### src/verilog/rsl_pkg.sv
// Shared constants and carriers for the run/stop/setpoint control logic.
// Assumes a 40 MHz system clock and a 32-bit classic Wishbone register bus.
package rsl_pkg;
  // Clock and timing
  localparam int unsigned CLK_HZ = 40000000;     // System clock rate
  localparam int unsigned REPEAT_MS = 500;       // Scroll auto-repeat period
  localparam int unsigned REPEAT_CYC = CLK_HZ / 1000 * REPEAT_MS; // Rounds down
  localparam int unsigned FB_LOSS_MS = 100;      // Feedback silence before loss
  localparam int unsigned FB_LOSS_CYC = CLK_HZ / 1000 * FB_LOSS_MS;

  // Register byte offsets
  localparam logic [7:0] A_CTRL = 8'h00;         // Remote run/stop pulses
  localparam logic [7:0] A_INFUNC = 8'h04;       // Shared input function
  localparam logic [7:0] A_OUT1 = 8'h08;         // Output one allocation
  localparam logic [7:0] A_OUT2 = 8'h0C;         // Output two allocation
  localparam logic [7:0] A_ANALOG = 8'h10;       // Analog input allocation
  localparam logic [7:0] A_DECEL = 8'h14;        // Ramp step per clock
  localparam logic [7:0] A_JOG = 8'h18;          // Jog speed
  localparam logic [7:0] A_TUNE = 8'h1C;         // Gain shift, offset-mode enable
  localparam logic [7:0] A_SP0 = 8'h20;          // Setpoints 1..4 at 0x20..0x2C
  localparam logic [7:0] A_STATUS = 8'h30;       // Live state
  localparam logic [7:0] A_SPEED = 8'h34;        // Speed command readback

  // Field positions
  localparam int CTRL_RUN = 0;
  localparam int CTRL_RSTOP = 1;
  localparam int CTRL_FSTOP = 2;
  localparam int TUNE_OFS = 4;                   // Offset mode bit in tune reg

  // Reset values
  localparam logic [1:0] INFUNC_RST = 2'h1;
  localparam logic [2:0] ALLOC_RST = 3'h0;
  localparam logic [15:0] DECEL_RST = 16'h0001;
  localparam logic [15:0] JOG_RST = 16'h0100;
  localparam logic [3:0] GAIN_RST = 4'h4;
  localparam logic [15:0] SPEED_FULL = 16'hFFFF;
  localparam logic [15:0] SPEED_ZERO = 16'h0000;

  // Shared input function codes
  localparam logic [1:0] INFUNC_DOWN = 2'h1;
  localparam logic [1:0] INFUNC_LOOP = 2'h2;

  // Analog input allocation codes
  localparam logic [1:0] AN_NONE = 2'h0;
  localparam logic [1:0] AN_FREQ = 2'h1;         // Replaces lead frequency
  localparam logic [1:0] AN_SETPT = 2'h2;        // Replaces setpoint / offset

  // Digital output allocation codes
  localparam logic [2:0] OUT_OFF = 3'h0;
  localparam logic [2:0] OUT_DRIVE = 3'h1;
  localparam logic [2:0] OUT_FBLOSS = 3'h2;
  localparam logic [2:0] OUT_ALARM0 = 3'h3;
  localparam logic [2:0] OUT_ALARM1 = 3'h4;

  // Follower scaling shift
  localparam int FOL_SHIFT = 8;

  // Operating states
  typedef enum logic [1:0] {
    ST_IDLE = 2'b00,
    ST_RUN = 2'b01,
    ST_JOG = 2'b10,
    ST_RAMP = 2'b11
  } rsl_state_t;

  // Operator contacts, one bit each, 1 = closed to common
  typedef struct packed {
    logic run;
    logic rstop;
    logic fstop;
    logic jog;
    logic mode;
    logic sp_sel;
    logic up;
    logic shared;
  } rsl_contacts_t;

  // Process measurements
  typedef struct packed {
    logic [15:0] lead;
    logic [15:0] feedback;
    logic [15:0] analog;
  } rsl_meas_t;
endpackage : rsl_pkg
### src/verilog/rsl_ctrl.sv
// Run/stop latching, jog, setpoint select and scroll, loop select and output routing.
// Assumes contacts already debounced and synchronous to clk_i; Wishbone classic slave.
// How it works
// Run pulse latches running state
// Run only with both stops closed
// Jog speed only while jog held
// Jog needs stops closed, run open
// Ramped stop latches, ramps speed down
// Fast stop latches, zeroes speed at once
// Mode contact picks master or follower scaling
// Mode and select pick setpoint 1..4
// Up closure adds one unit
// Held up repeats every half second
// Function param picks down or loop
// Down closure subtracts one unit
// Held down repeats every half second
// Closed loop drives error to zero
// Open loop follows setpoint only
// Lost feedback drives command full scale
// Output one follows its allocation
// Output two follows its allocation
// Analog allocation picks its use
// Host writes params, reads status, controls
// Stops clear run; fast stop wins
//
// The Wishbone interface to the registers and the placing of the registers were chosen for this implementation.
`timescale 1ns/1ps
`default_nettype none
module rsl_ctrl #(
  parameter int unsigned REPEAT_CYCLES = rsl_pkg::REPEAT_CYC,
  parameter int unsigned FB_LOSS_CYCLES = rsl_pkg::FB_LOSS_CYC
) (
  // Clock and reset
  input wire logic clk_i,
  input wire logic rst_i,
  // Wishbone slave
  input wire logic wb_cyc_i,
  input wire logic wb_stb_i,
  input wire logic wb_we_i,
  input wire logic [7:0] wb_adr_i,
  input wire logic [3:0] wb_sel_i,
  input wire logic [31:0] wb_dat_i,
  output logic [31:0] wb_dat_o,
  output logic wb_ack_o,
  // Operator contacts and process inputs
  input wire rsl_pkg::rsl_contacts_t contacts_i,
  input wire rsl_pkg::rsl_meas_t meas_i,
  input wire logic fb_pulse_i,
  input wire logic [1:0] alarm_i,
  // Drive side
  output logic [15:0] speed_cmd_o,
  output logic dout1_o,
  output logic dout2_o
);
  // Output routing, shared by both digital outputs
  function automatic logic out_route(input logic [2:0] alloc, input logic drive,
                                     input logic loss, input logic [1:0] alm);
    case (alloc)
      rsl_pkg::OUT_DRIVE: out_route = drive;
      rsl_pkg::OUT_FBLOSS: out_route = loss;
      rsl_pkg::OUT_ALARM0: out_route = alm[0];
      rsl_pkg::OUT_ALARM1: out_route = alm[1];
      default: out_route = 1'b0;
    endcase
  endfunction : out_route

  // Saturating add of a signed step to an unsigned value
  function automatic logic [15:0] sat_add(input logic [15:0] v, input logic signed [17:0] s);
    logic signed [18:0] t;
    t = $signed({3'b000, v}) + 19'(s);
    if (t < 0) sat_add = rsl_pkg::SPEED_ZERO;
    else if (t > $signed({3'b000, rsl_pkg::SPEED_FULL})) sat_add = rsl_pkg::SPEED_FULL;
    else sat_add = t[15:0];
  endfunction : sat_add

  // Configuration registers
  logic [1:0] infunc_q;          // Shared input function
  logic [2:0] out1_q;            // Output one allocation
  logic [2:0] out2_q;            // Output two allocation
  logic [1:0] analog_q;          // Analog allocation
  logic [15:0] decel_q;          // Ramp step
  logic [15:0] jog_q;            // Jog speed
  logic [3:0] gain_q;            // Integrator shift
  logic ofs_mode_q;              // Closed mode contact means offset mode
  logic [15:0] setpt_q [4];      // Setpoints 1..4
  // Control state
  rsl_pkg::rsl_state_t state_q;
  logic [15:0] speed_q;
  logic rstop_lat_q;             // Latched ramped stop
  logic fstop_lat_q;             // Latched fast stop
  logic up_q, dn_q;              // Previous contact levels
  logic [31:0] up_cnt_q, dn_cnt_q;
  logic [31:0] fb_cnt_q;
  logic fb_lost_q;
  logic wb_ack_q;
  logic [31:0] wb_dat_q;

  // Bus decode
  logic bus_req, bus_wr;
  logic [2:0] rem_q;             // Remote run/rstop/fstop pulses
  assign bus_req = wb_cyc_i & wb_stb_i;
  assign bus_wr = bus_req & wb_we_i & wb_ack_q & wb_sel_i[0];

  // Derived selection
  logic [1:0] sp_idx;            // Active setpoint index
  logic dn_mode, loop_open;
  logic up_step, dn_step;
  assign sp_idx = {contacts_i.mode, contacts_i.sp_sel}; // see R8
  assign dn_mode = (infunc_q == rsl_pkg::INFUNC_DOWN);
  assign loop_open = (infunc_q == rsl_pkg::INFUNC_LOOP) & contacts_i.shared;

  // Stop and start conditions
  logic stops_ok, run_ok, jog_ok, fstop_ev, rstop_ev;
  assign stops_ok = contacts_i.rstop & contacts_i.fstop;
  assign fstop_ev = ~contacts_i.fstop | rem_q[rsl_pkg::CTRL_FSTOP];
  assign rstop_ev = ~contacts_i.rstop | rem_q[rsl_pkg::CTRL_RSTOP];
  assign run_ok = (contacts_i.run | rem_q[rsl_pkg::CTRL_RUN]) & stops_ok;
  assign jog_ok = contacts_i.jog & stops_ok & ~contacts_i.run;

  // Target computation with analog allocation
  logic [15:0] sp_val, lead_val, target, fb_val;
  logic [31:0] fol_prod;
  always_comb begin
    sp_val = setpt_q[sp_idx];
    lead_val = (analog_q == rsl_pkg::AN_FREQ) ? meas_i.analog : meas_i.lead;
    fol_prod = 32'(sp_val) * 32'(lead_val);
    if (!contacts_i.mode) begin
      // Master scaling
      target = (analog_q == rsl_pkg::AN_SETPT) ? meas_i.analog : sp_val; // see R19
    end else if (ofs_mode_q) begin
      // Offset mode adds analog offset
      target = (analog_q == rsl_pkg::AN_SETPT) ? sat_add(sp_val, 18'(meas_i.analog)) : sp_val;
    end else begin
      // Follower ratio scaling
      target = (analog_q == rsl_pkg::AN_SETPT) ? meas_i.analog
             : fol_prod[rsl_pkg::FOL_SHIFT +: 16];
    end
    fb_val = fb_lost_q ? rsl_pkg::SPEED_ZERO : meas_i.feedback;
  end

  // Closed-loop integrator step
  logic signed [17:0] err, corr;
  assign err = $signed({2'b00, target}) - $signed({2'b00, fb_val});
  assign corr = err >>> gain_q;

  // Scroll edge and hold-repeat detection
  assign up_step = contacts_i.up & (~up_q | (up_cnt_q == REPEAT_CYCLES - 1)); // see R9
  assign dn_step = dn_mode & contacts_i.shared
                 & (~dn_q | (dn_cnt_q == REPEAT_CYCLES - 1)); // see R12

  // Repeat timers, restarting on each step
  always_ff @(posedge clk_i) begin
    if (rst_i) begin
      up_q <= 1'b0;
      dn_q <= 1'b0;
      up_cnt_q <= 32'h0000_0000;
      dn_cnt_q <= 32'h0000_0000;
    end else begin
      up_q <= contacts_i.up;
      dn_q <= dn_mode & contacts_i.shared;
      up_cnt_q <= (!contacts_i.up || up_step) ? 32'h0000_0000 : up_cnt_q + 32'h0000_0001;
      dn_cnt_q <= (!(dn_mode && contacts_i.shared) || dn_step) ? 32'h0000_0000
                : dn_cnt_q + 32'h0000_0001;
    end
  end

  // Feedback loss watchdog
  always_ff @(posedge clk_i) begin
    if (rst_i) begin
      fb_cnt_q <= 32'h0000_0000;
      fb_lost_q <= 1'b0;
    end else if (fb_pulse_i) begin
      fb_cnt_q <= 32'h0000_0000;
      fb_lost_q <= 1'b0;
    end else if (fb_cnt_q == FB_LOSS_CYCLES - 1) begin
      fb_lost_q <= 1'b1;
    end else begin
      fb_cnt_q <= fb_cnt_q + 32'h0000_0001;
    end
  end

  // Stop latches; a new event wins over the clear on start
  always_ff @(posedge clk_i) begin
    if (rst_i) begin
      rstop_lat_q <= 1'b1;
      fstop_lat_q <= 1'b1;
    end else begin
      if (fstop_ev) fstop_lat_q <= 1'b1;
      else if (run_ok || jog_ok) fstop_lat_q <= 1'b0;
      if (rstop_ev) rstop_lat_q <= 1'b1;
      else if (run_ok || jog_ok) rstop_lat_q <= 1'b0;
    end
  end

  // Run/jog/ramp state and speed command
  always_ff @(posedge clk_i) begin
    if (rst_i) begin
      state_q <= rsl_pkg::ST_IDLE;
      speed_q <= rsl_pkg::SPEED_ZERO;
    end else if (fstop_ev) begin
      state_q <= rsl_pkg::ST_IDLE; // see R6
      speed_q <= rsl_pkg::SPEED_ZERO;
    end else begin
      unique case (state_q)
        rsl_pkg::ST_IDLE: begin
          speed_q <= rsl_pkg::SPEED_ZERO;
          if (run_ok) state_q <= rsl_pkg::ST_RUN; // see R1
          else if (jog_ok) state_q <= rsl_pkg::ST_JOG;
        end
        rsl_pkg::ST_RUN: begin
          if (rstop_ev) state_q <= rsl_pkg::ST_RAMP; // see R5
          else if (loop_open) speed_q <= target;
          else speed_q <= sat_add(speed_q, corr); // see R14
        end
        rsl_pkg::ST_JOG: begin
          if (!contacts_i.jog || rstop_ev) begin
            state_q <= rsl_pkg::ST_IDLE;
            speed_q <= rsl_pkg::SPEED_ZERO;
          end else begin
            speed_q <= jog_q;
          end
        end
        rsl_pkg::ST_RAMP: begin
          speed_q <= sat_add(speed_q, -$signed({2'b00, decel_q}));
          if (speed_q <= decel_q) state_q <= rsl_pkg::ST_IDLE;
        end
      endcase
    end
  end

  // Configuration and setpoint registers; bus write wins over scroll
  always_ff @(posedge clk_i) begin
    if (rst_i) begin
      infunc_q <= rsl_pkg::INFUNC_RST;
      out1_q <= rsl_pkg::ALLOC_RST;
      out2_q <= rsl_pkg::ALLOC_RST;
      analog_q <= rsl_pkg::AN_NONE;
      decel_q <= rsl_pkg::DECEL_RST;
      jog_q <= rsl_pkg::JOG_RST;
      gain_q <= rsl_pkg::GAIN_RST;
      ofs_mode_q <= 1'b0;
      for (int i = 0; i < 4; i++) setpt_q[i] <= rsl_pkg::SPEED_ZERO;
    end else begin
      // Scroll steps on the active setpoint only
      if (up_step && !dn_step) begin
        setpt_q[sp_idx] <= sat_add(setpt_q[sp_idx], 18'sd1); // see R9
      end else if (dn_step && !up_step) begin
        setpt_q[sp_idx] <= sat_add(setpt_q[sp_idx], -18'sd1); // see R12
      end
      if (bus_wr) begin
        unique case (wb_adr_i)
          rsl_pkg::A_INFUNC: infunc_q <= wb_dat_i[1:0];
          rsl_pkg::A_OUT1: out1_q <= wb_dat_i[2:0];
          rsl_pkg::A_OUT2: out2_q <= wb_dat_i[2:0];
          rsl_pkg::A_ANALOG: analog_q <= wb_dat_i[1:0];
          rsl_pkg::A_DECEL: decel_q <= wb_dat_i[15:0];
          rsl_pkg::A_JOG: jog_q <= wb_dat_i[15:0];
          rsl_pkg::A_TUNE: begin
            gain_q <= wb_dat_i[3:0];
            ofs_mode_q <= wb_dat_i[rsl_pkg::TUNE_OFS];
          end
          rsl_pkg::A_SP0, rsl_pkg::A_SP0 + 8'h04, rsl_pkg::A_SP0 + 8'h08,
          rsl_pkg::A_SP0 + 8'h0C: setpt_q[wb_adr_i[3:2]] <= wb_dat_i[15:0];
          default: ;
        endcase
      end
    end
  end

  // Remote control pulses, one cycle each
  always_ff @(posedge clk_i) begin
    if (rst_i) rem_q <= 3'h0;
    else rem_q <= (bus_wr && wb_adr_i == rsl_pkg::A_CTRL) ? wb_dat_i[2:0] : 3'h0;
  end

  // Bus answer one cycle after the request, read data captured then
  always_ff @(posedge clk_i) begin
    if (rst_i) begin
      wb_ack_q <= 1'b0;
      wb_dat_q <= 32'h0000_0000;
    end else begin
      wb_ack_q <= bus_req & ~wb_ack_q;
      unique case (wb_adr_i)
        rsl_pkg::A_INFUNC: wb_dat_q <= {30'h0, infunc_q};
        rsl_pkg::A_OUT1: wb_dat_q <= {29'h0, out1_q};
        rsl_pkg::A_OUT2: wb_dat_q <= {29'h0, out2_q};
        rsl_pkg::A_ANALOG: wb_dat_q <= {30'h0, analog_q};
        rsl_pkg::A_DECEL: wb_dat_q <= {16'h0, decel_q};
        rsl_pkg::A_JOG: wb_dat_q <= {16'h0, jog_q};
        rsl_pkg::A_TUNE: wb_dat_q <= {27'h0, ofs_mode_q, gain_q};
        rsl_pkg::A_SP0, rsl_pkg::A_SP0 + 8'h04, rsl_pkg::A_SP0 + 8'h08,
        rsl_pkg::A_SP0 + 8'h0C: wb_dat_q <= {16'h0, setpt_q[wb_adr_i[3:2]]};
        rsl_pkg::A_STATUS: wb_dat_q <= {22'h0, loop_open, fb_lost_q, sp_idx,
                                        fstop_lat_q, rstop_lat_q, 2'(state_q),
                                        dout2_o, dout1_o};
        rsl_pkg::A_SPEED: wb_dat_q <= {16'h0, speed_q};
        default: wb_dat_q <= 32'h0000_0000;
      endcase
    end
  end
  assign wb_ack_o = wb_ack_q;
  assign wb_dat_o = wb_dat_q;

  // Drive-side outputs from flip-flops
  logic drive_en;
  assign drive_en = (state_q != rsl_pkg::ST_IDLE);
  always_ff @(posedge clk_i) begin
    if (rst_i) begin
      dout1_o <= 1'b0;
      dout2_o <= 1'b0;
    end else begin
      dout1_o <= out_route(out1_q, drive_en, fb_lost_q, alarm_i);
      dout2_o <= out_route(out2_q, drive_en, fb_lost_q, alarm_i);
    end
  end
  assign speed_cmd_o = speed_q;
endmodule : rsl_ctrl
`default_nettype wire

### config.mk
export PLATFORM = sky130hd
export DESIGN_NAME = rsl_ctrl
export DESIGN_NICKNAME = d
export VERILOG_FILES = /design/src/verilog/rsl_pkg.sv /design/src/verilog/rsl_ctrl.sv
export SDC_FILE = /design/constraint.sdc
export NUM_CORES = 1
export LEC_CHECK = 0
export ABC_AREA = 1
export BUFFER_PORTS_ARGS = -buffer_cell sky130_fd_sc_hd__buf_4
export CAP_MARGIN = 20
export CORE_MARGIN = 8
export CORE_UTILIZATION = 40
export DETAILED_ROUTE_END_ITERATION = 12
export SKIP_LAST_GASP = 1
export SYNTH_ARGS = -nofsm -noshare
export SYNTH_HDL_FRONTEND = slang
export SYNTH_SLANG_ARGS = --single-unit
### constraint.sdc
create_clock -name clk_i -period 12.6 [get_ports clk_i]
set_clock_uncertainty 0.15 [all_clocks]
set_input_delay 1.89 -clock clk_i [delete_from_list [all_inputs] [get_ports clk_i]]
set_output_delay 1.89 -clock clk_i [all_outputs]
set_load 0.02 [all_outputs]
; ---- Word level (Yosys, flattened, before mapping)
; Memory sizes are Yosys's and may differ from the RTL's.
; Index checks and enable logic that the tools add are counted.
[totals]
regBits = 204
latchBits = 0
mem_bits_rw = 64
mem_bits_ro = 0
input_bits = 108
output_inout_bits = 51
wordCells = 197
mem_count = 1
[mem_list]
columns = name, depth, width, read_ports, rd_clocked_by_memory_dff, write_ports, line_no
row1 = setpt_q, 4, 16, 2, 0, 4, rsl_ctrl.sv:85  ; logic [15:0] setpt_q [4];
[classes]
addsub = 10
mul = 1
div_mod_pow = 0
order_cmp = 11
n_eq_ne = 36
shifts = 1
mux = 55
bitwise = 26
reduce_logical = 33
[op_table]
columns = cell, count
row1 = 2-to-1 mux 16 bit, 28
row2 = one-hot mux 16 bit (10 select lines), 1
row3 = "adder 32 x 1 -> 32 bit, second input constant", 3
row4 = "== test 32 x 25 -> 1 bit, second input constant", 2
row5 = one-hot mux 16 bit (4 select lines), 1
row6 = "== test 8 x 6 -> 1 bit, second input constant", 6
row7 = adder 17 x 18 -> 19 bit, 2
row8 = "greater-than comparator 19 x 17 -> 1 bit, second input constant", 2
row9 = "< comparator 19 x 1 -> 1 bit, second input constant", 2
row10 = "greater-than comparator 17 x 16 -> 1 bit, second input constant", 2
row11 = "< comparator 17 x 1 -> 1 bit, second input constant", 2
row12 = "== test 32 x 22 -> 1 bit, second input constant", 1
row13 = "== test 8 x 5 -> 1 bit, second input constant", 4
row14 = OR reduction 16 bit, 2
row15 = multiplier 16 x 16 -> 24 bit, 1
row16 = "adder 17 x 1 -> 18 bit, second input constant", 1
row17 = "greater-than comparator 18 x 17 -> 1 bit, second input constant", 1
row18 = "< comparator 18 x 1 -> 1 bit, second input constant", 1
row19 = negator 16 -> 18 bit, 1
row20 = >>> shifter 17 x 4 -> 18 bit, 1
row21 = "adder 16 x 1 -> 17 bit, second input constant", 1
row22 = adder 16 x 16 -> 17 bit, 1
row23 = subtractor 16 x 16 -> 17 bit, 1
row24 = "== test 8 x 4 -> 1 bit, second input constant", 2
row25 = other kinds (26), 104

; ---- Longest topological paths before layout
; An unclocked memory read counts as a cell.
[logic_depth]
depth_word = 17
depth_mapped = 77

; ---- Worst setup path after synthesis
; OpenSTA, ideal clock, no wires.
[synth_timing]
path_type = input-to-reg
start = input contacts_i[2] in the netlist's numbering
end = register speed_q[10], in the netlist speed_cmd_o[10]
arrival_ns = 11.905
slack_ns = 0.413
path_stages = 69
path_buffers = 4
cell_sequence = inv_2 -> buf_2 -> nand2_1 -> nand3_1 -> nand2_1 -> buf_4 -> inv_1 -> clkbuf_1 -> nand2_1 -> fa_1 -> fa_1 -> fa_1 -> fa_1 -> inv_1 -> fa_1 -> inv_1 -> fa_1 -> inv_1 -> [... 33 more ...] -> fa_1 -> a21oi_1 -> o21bai_1 -> nand3_1 -> nand2_1 -> nand3_1 -> o2111ai_1 -> nand2_1 -> nand2_1 -> a21oi_1 -> inv_1 -> a21oi_1 -> clkbuf_1 -> o21ai_0 -> nand3_1 -> nand2_1 -> nand2_1 -> a21oi_1
[synth_between]
elab_chain_cells = 17
[synth_rtl]
columns = item, line_no
row1 = start: declaration, rsl_ctrl.sv:46  ; input wire rsl_pkg::rsl_contacts_t contacts_i,
row2 = memory read (4 x 16 bit) *, -
row3 = adder 16 x 16 -> 17 bit, rsl_ctrl.sv:70  ; t = $signed({3'b000, v}) + 19'(s);
row4 = greater-than comparator 17 x 16 -> 1 bit, rsl_ctrl.sv:72  ; else if (t > $signed({3'b000, rsl_pkg::SPEED_FULL})) sat_add = rsl_pkg::SPEED_FULL;
row5 = 2-to-1 mux 16 bit, rsl_ctrl.sv:72
row6 = 2-to-1 mux 16 bit, rsl_ctrl.sv:71  ; if (t < 0) sat_add = rsl_pkg::SPEED_ZERO;
row7 = 2-to-1 mux 16 bit, rsl_ctrl.sv:132  ; target = (analog_q == rsl_pkg::AN_SETPT) ? sat_add(sp_val, 18'(meas_i.analog)) : sp_val;
row8 = 2-to-1 mux 16 bit, rsl_ctrl.sv:130  ; end else if (ofs_mode_q) begin
row9 = 2-to-1 mux 16 bit *, rsl_ctrl.sv:127  ; if (!contacts_i.mode) begin
row10 = subtractor 16 x 16 -> 17 bit, rsl_ctrl.sv:143  ; assign err = $signed({2'b00, target}) - $signed({2'b00, fb_val});
row11 = >>> shifter 17 x 4 -> 18 bit, rsl_ctrl.sv:144  ; assign corr = err >>> gain_q;
row12 = adder 17 x 18 -> 19 bit, rsl_ctrl.sv:70
row13 = greater-than comparator 19 x 17 -> 1 bit, rsl_ctrl.sv:72
row14 = 2-to-1 mux 16 bit, rsl_ctrl.sv:72
row15 = 2-to-1 mux 16 bit, rsl_ctrl.sv:71
row16 = 2-to-1 mux 16 bit *, rsl_ctrl.sv:212  ; else if (loop_open) speed_q <= target;
row17 = 2-to-1 mux 16 bit *, rsl_ctrl.sv:211  ; if (rstop_ev) state_q <= rsl_pkg::ST_RAMP;
row18 = one-hot mux 16 bit (4 select lines) *, rsl_ctrl.sv:204  ; unique case (state_q)
row19 = end signal: assignment, rsl_ctrl.sv:206  ; speed_q <= rsl_pkg::SPEED_ZERO;
row20 = end signal: assignment, rsl_ctrl.sv:212
row21 = end signal: assignment, rsl_ctrl.sv:213  ; else speed_q <= sat_add(speed_q, corr);
row22 = end: declaration, rsl_ctrl.sv:88  ; logic [15:0] speed_q;
; Every way passes the cells marked *; elsewhere a longest branch is shown, timed or not. The select of a mux whose other input is x is not followed.
; A chain may end at the register's enable or synchronous reset.

; ---- Worst setup path in the final report
[layout_timing]
start = input contacts_i[3] in the netlist's numbering
end = register speed_q[3], in the netlist speed_cmd_o[3]
[layout_between]
elab_chain_cells = 17
[layout_rtl]
columns = item, line_no
row1 = memory read (4 x 16 bit), -
row2 = adder 16 x 16 -> 17 bit, rsl_ctrl.sv:70
row3 = greater-than comparator 17 x 16 -> 1 bit, rsl_ctrl.sv:72
row4 = 2-to-1 mux 16 bit, rsl_ctrl.sv:72
row5 = 2-to-1 mux 16 bit, rsl_ctrl.sv:71
row6 = 2-to-1 mux 16 bit, rsl_ctrl.sv:132
row7 = 2-to-1 mux 16 bit, rsl_ctrl.sv:130
row8 = 2-to-1 mux 16 bit *, rsl_ctrl.sv:127
row9 = subtractor 16 x 16 -> 17 bit, rsl_ctrl.sv:143
row10 = >>> shifter 17 x 4 -> 18 bit, rsl_ctrl.sv:144
row11 = adder 17 x 18 -> 19 bit, rsl_ctrl.sv:70
row12 = greater-than comparator 19 x 17 -> 1 bit, rsl_ctrl.sv:72
row13 = 2-to-1 mux 16 bit, rsl_ctrl.sv:72
row14 = 2-to-1 mux 16 bit, rsl_ctrl.sv:71
row15 = 2-to-1 mux 16 bit *, rsl_ctrl.sv:212
row16 = 2-to-1 mux 16 bit *, rsl_ctrl.sv:211
row17 = one-hot mux 16 bit (4 select lines) *, rsl_ctrl.sv:204
; Marked as above.

==> reports/metrics.cfg <==
[logic_synthesis]
ys.warnings.count=0
synth_top_family_by_area=simple AND/OR/NAND/NOR gates
ys_top_cells_by_count=nand2_1 (929), inv_1 (618), nor2_1 (409)
synth.distinct_cells=67
synth_area_leader_cell=dfxtp_1
synthTopCellsByArea=dfxtp_1 (14%), nand2_1 (13%), fa_1 (13%), inv_1 (8.8%), ha_1 (7.4%)
synth_xor_area_share_pct=3.81
ys.flop_type=dfxtp_1
synth_cells=3898
netlist.area_leader.share_pct=14.3
synth.most_common_cell=nand2_1
synth_seq_area_share_pct=21.6
postSynth.asyncResetShare_pct=0
synth_area_sq_um=26300
synth-adder-area-share_pct=20.4
synthSimpleGateAreaFrac_pct=29.0
yosys_register_bits=252
synth_mux_area_share_pct=0.114
synth-edff-count=64
syn_avg_cell_area_sq_um=6.75
synth_compound_area_share_pct=13.6

[cells_and_area]
final_area_sq_um=30400
fin_cells=5026
final_util_pct=46.4
drive_above_1_share_pct=11.1
synthToLayoutAreaGrowth_pct=15.4
nets=4572

[setup_path]
crit_start=contacts_i[3]
r2r_setup_slack_ps=960
critPathSlowestCell=fa_1
r2r-start=analog_q[0]
worstSetupEndpointType=register
crit_required_ps=12880
crit_fanout=13
worstSetupEndpoint=speed_cmd_o[3]
reg2reg_depth=64
max_stage_delay_ps=570
cpMostUsedCell=nand2_1
crit_type=input port to register
worstPathArrival_ps=12230
rr_endpoint=speed_cmd_o[3]
start_kind=input port

[route]
ant_nets=0
viasPerCell=5.28
via_count=26500
drt_iter0_markers=2206
drc=0
routed_wl_um=93000
firstDrtPassIters=6
wl_per_cell_um=18.5

[placement]
dp_hpwl_um=74100
place_inst=4969
io_buffers=123
place_ws_ps=-68.0
gp_congestion=0.944
post_dp_cell_area_sq_um=29300

[job]
drv_cap=0

[clock_network]
cts_buffers=29
path_clk_slew_ps=60
clk-insertion-delay-late_ps=570
cts_tree=yes
ctsRootBufferMaster=clkbuf_16
htreeDepth=1
cts_hold_buf=0
cts_buffer_depth=3
clock-sinks=252

[power_and_ir_drop]
peakVddDrop_v=0.000281
p_per_area_nw_per_um2=325
leakage_nw=14.2
power.total_mw=9.89

[timing]
fmaxAchievable_ghz=0.0837
finalSetupViolCount=0
period_needed_ps=11950
fin_ws_ps=649
drv_slew=0
worstMarginPinSlew_ps=1200
tns_ps=0
fin_crit_sh_pct=94.9
holdWs_ps=298
relSlewSlack_pct=20.0
hold_viol_final=0
rsz0062_at_grt=true

[grt]
gr-total-overflow=0
first_global_vias=25400
grt_start_max_net_pins=53
grt_usage_pct=24.3
grt_pass1_wl_um=144000
antenna_found_initial=3

[floorplan]
die_x_um=273
fp-row-count=94
die_h_um=273
coreArea_sq_um=65500
die_area_sq_um=74300
initial_core_util_pct=40.2
ios=159

[min_path]
hold_path.class=register to register

[run_status]
status=finished clean

registers in the layout, summed over array words and instances, names as in the netlist, 3 cells and up:
name         cells
speed_cmd_o     16
setpt_q         64
decel_q         16
jog_q           16
rem_q            3
out2_q           3
dn_cnt_q        32
gain_q           4
up_cnt_q        32
out1_q           3
wb_dat_o        16
fb_cnt_q        32
metal layers:
| layer | wire, um | up-vias | track usage [%] |
|---|---|---|---|
| li1 | - | 13000 | - |
| met5 | 28 | - | 0 |
| met1 | 40500 | 12300 | 33.3 |
| met4 | 3610 | 4 | 8.48 |
| met3 | 8610 | 177 | 4.17 |
| met2 | 40300 | 1044 | 38.5 |
how the worst min path moves through the flow:
stage           startpoint           to  slack (ps)  cells after the start
2_1_floorplan  up_cnt_q[0]  up_cnt_q[0]         270                      1
3_3_place_gp   dn_cnt_q[0]  dn_cnt_q[0]         280                      1
6_report       dn_cnt_q[0]  dn_cnt_q[0]         300                      1
3_5_place_dp      wb_ack_o     wb_ack_o         290                      1
4_1_cts        dn_cnt_q[0]  dn_cnt_q[0]         300                      1
5_1_grt        dn_cnt_q[0]  dn_cnt_q[0]         320                      1
area by class of cell:
type	instances	area, sq um
sequential	252	5690
fill	6887	35100
multi-input combinational	2886	17700
tap	864	1080
antenna	2	5.00
inverter	642	2410
timing repair buffer	327	2530
clock inverter	7	38.8
clock buffer	46	877
timing repair:
action,4_1_cts,5_1_grt
setup endpoints to repair,0,16
gates resized for setup,0,35
endpoints found under the hold margin,0,0
setup buffers,0,1
worst max-delay path, delay by kind of cell:
family	cells	cell delay (ps)
AOI/OAI and AO/OA	16	2350
xor gates and xnor gates	1	160
adders and majority gates	9	4020
buffers and inverters	17	1890
and+or+nand+nor	23	1890
cell usage in the layout, fill, tap and decap left out, types with 7 or more instances in the layout:
| master | synthesis | layout |
|---|---|---|
| clkbuf_8 | 0 | 8 |
| o21bai_1 | 9 | 7 |
| nand4_1 | 44 | 44 |
| dfxtp_1 | 188 | 188 |
| o211ai_1 | 17 | 17 |
| nand2_2 | 10 | 14 |
| or2_2 | 9 | 9 |
| nor3_2 | 9 | 13 |
| o21a_1 | 16 | 16 |
| o21ai_1 | 11 | 16 |
| a211oi_1 | 9 | 9 |
| nor3_1 | 84 | 80 |
| a31oi_1 | 19 | 19 |
| buf_4 | 19 | 318 |
| a221oi_1 | 12 | 11 |
| nand3_4 | 8 | 8 |
| a21oi_1 | 292 | 291 |
| clkinv_1 | 14 | 14 |
| nor4_1 | 21 | 20 |
| clkbuf_1 | 88 | 7 |
| conb_1 | 1 | 16 |
| fa_1 | 171 | 171 |
| nand2_1 | 929 | 925 |
| nand3_1 | 239 | 239 |
| o22ai_1 | 11 | 11 |
| inv_1 | 618 | 613 |
| ha_1 | 155 | 155 |
| o21ai_0 | 196 | 191 |
| inv_2 | 9 | 13 |
| clkbuf_16 | 0 | 29 |
| edfxtp_1 | 64 | 64 |
| xnor2_1 | 22 | 22 |
| nor2_1 | 409 | 409 |
| xor2_1 | 90 | 90 |
power by group:
group | internal (mW) | switching, mW | leakage [nW]
registers | 0.846 | 0.00951 | 2.18
logic | 3.48 | 4.73 | 11.5
clock network | 0.474 | 0.344 | 0.460
total | 4.80 | 5.08 | 14.2
kinds of logic (layout without fill, tap and decap cells):
group / after synthesis / count (layout)
AND/OR/NAND/NOR: 1789 / 1789
adder cells (fa/ha/maj): 326 / 326
AO/OA/AOI/OAI: 639 / 639
multiplexers: 3 / 3
flip-flops: 252 / 252
buffers and inverters: 775 / 1022
XOR/XNOR: 113 / 113
other: 1 / 18
No activity file was read; power rests on OpenSTA's default activity.
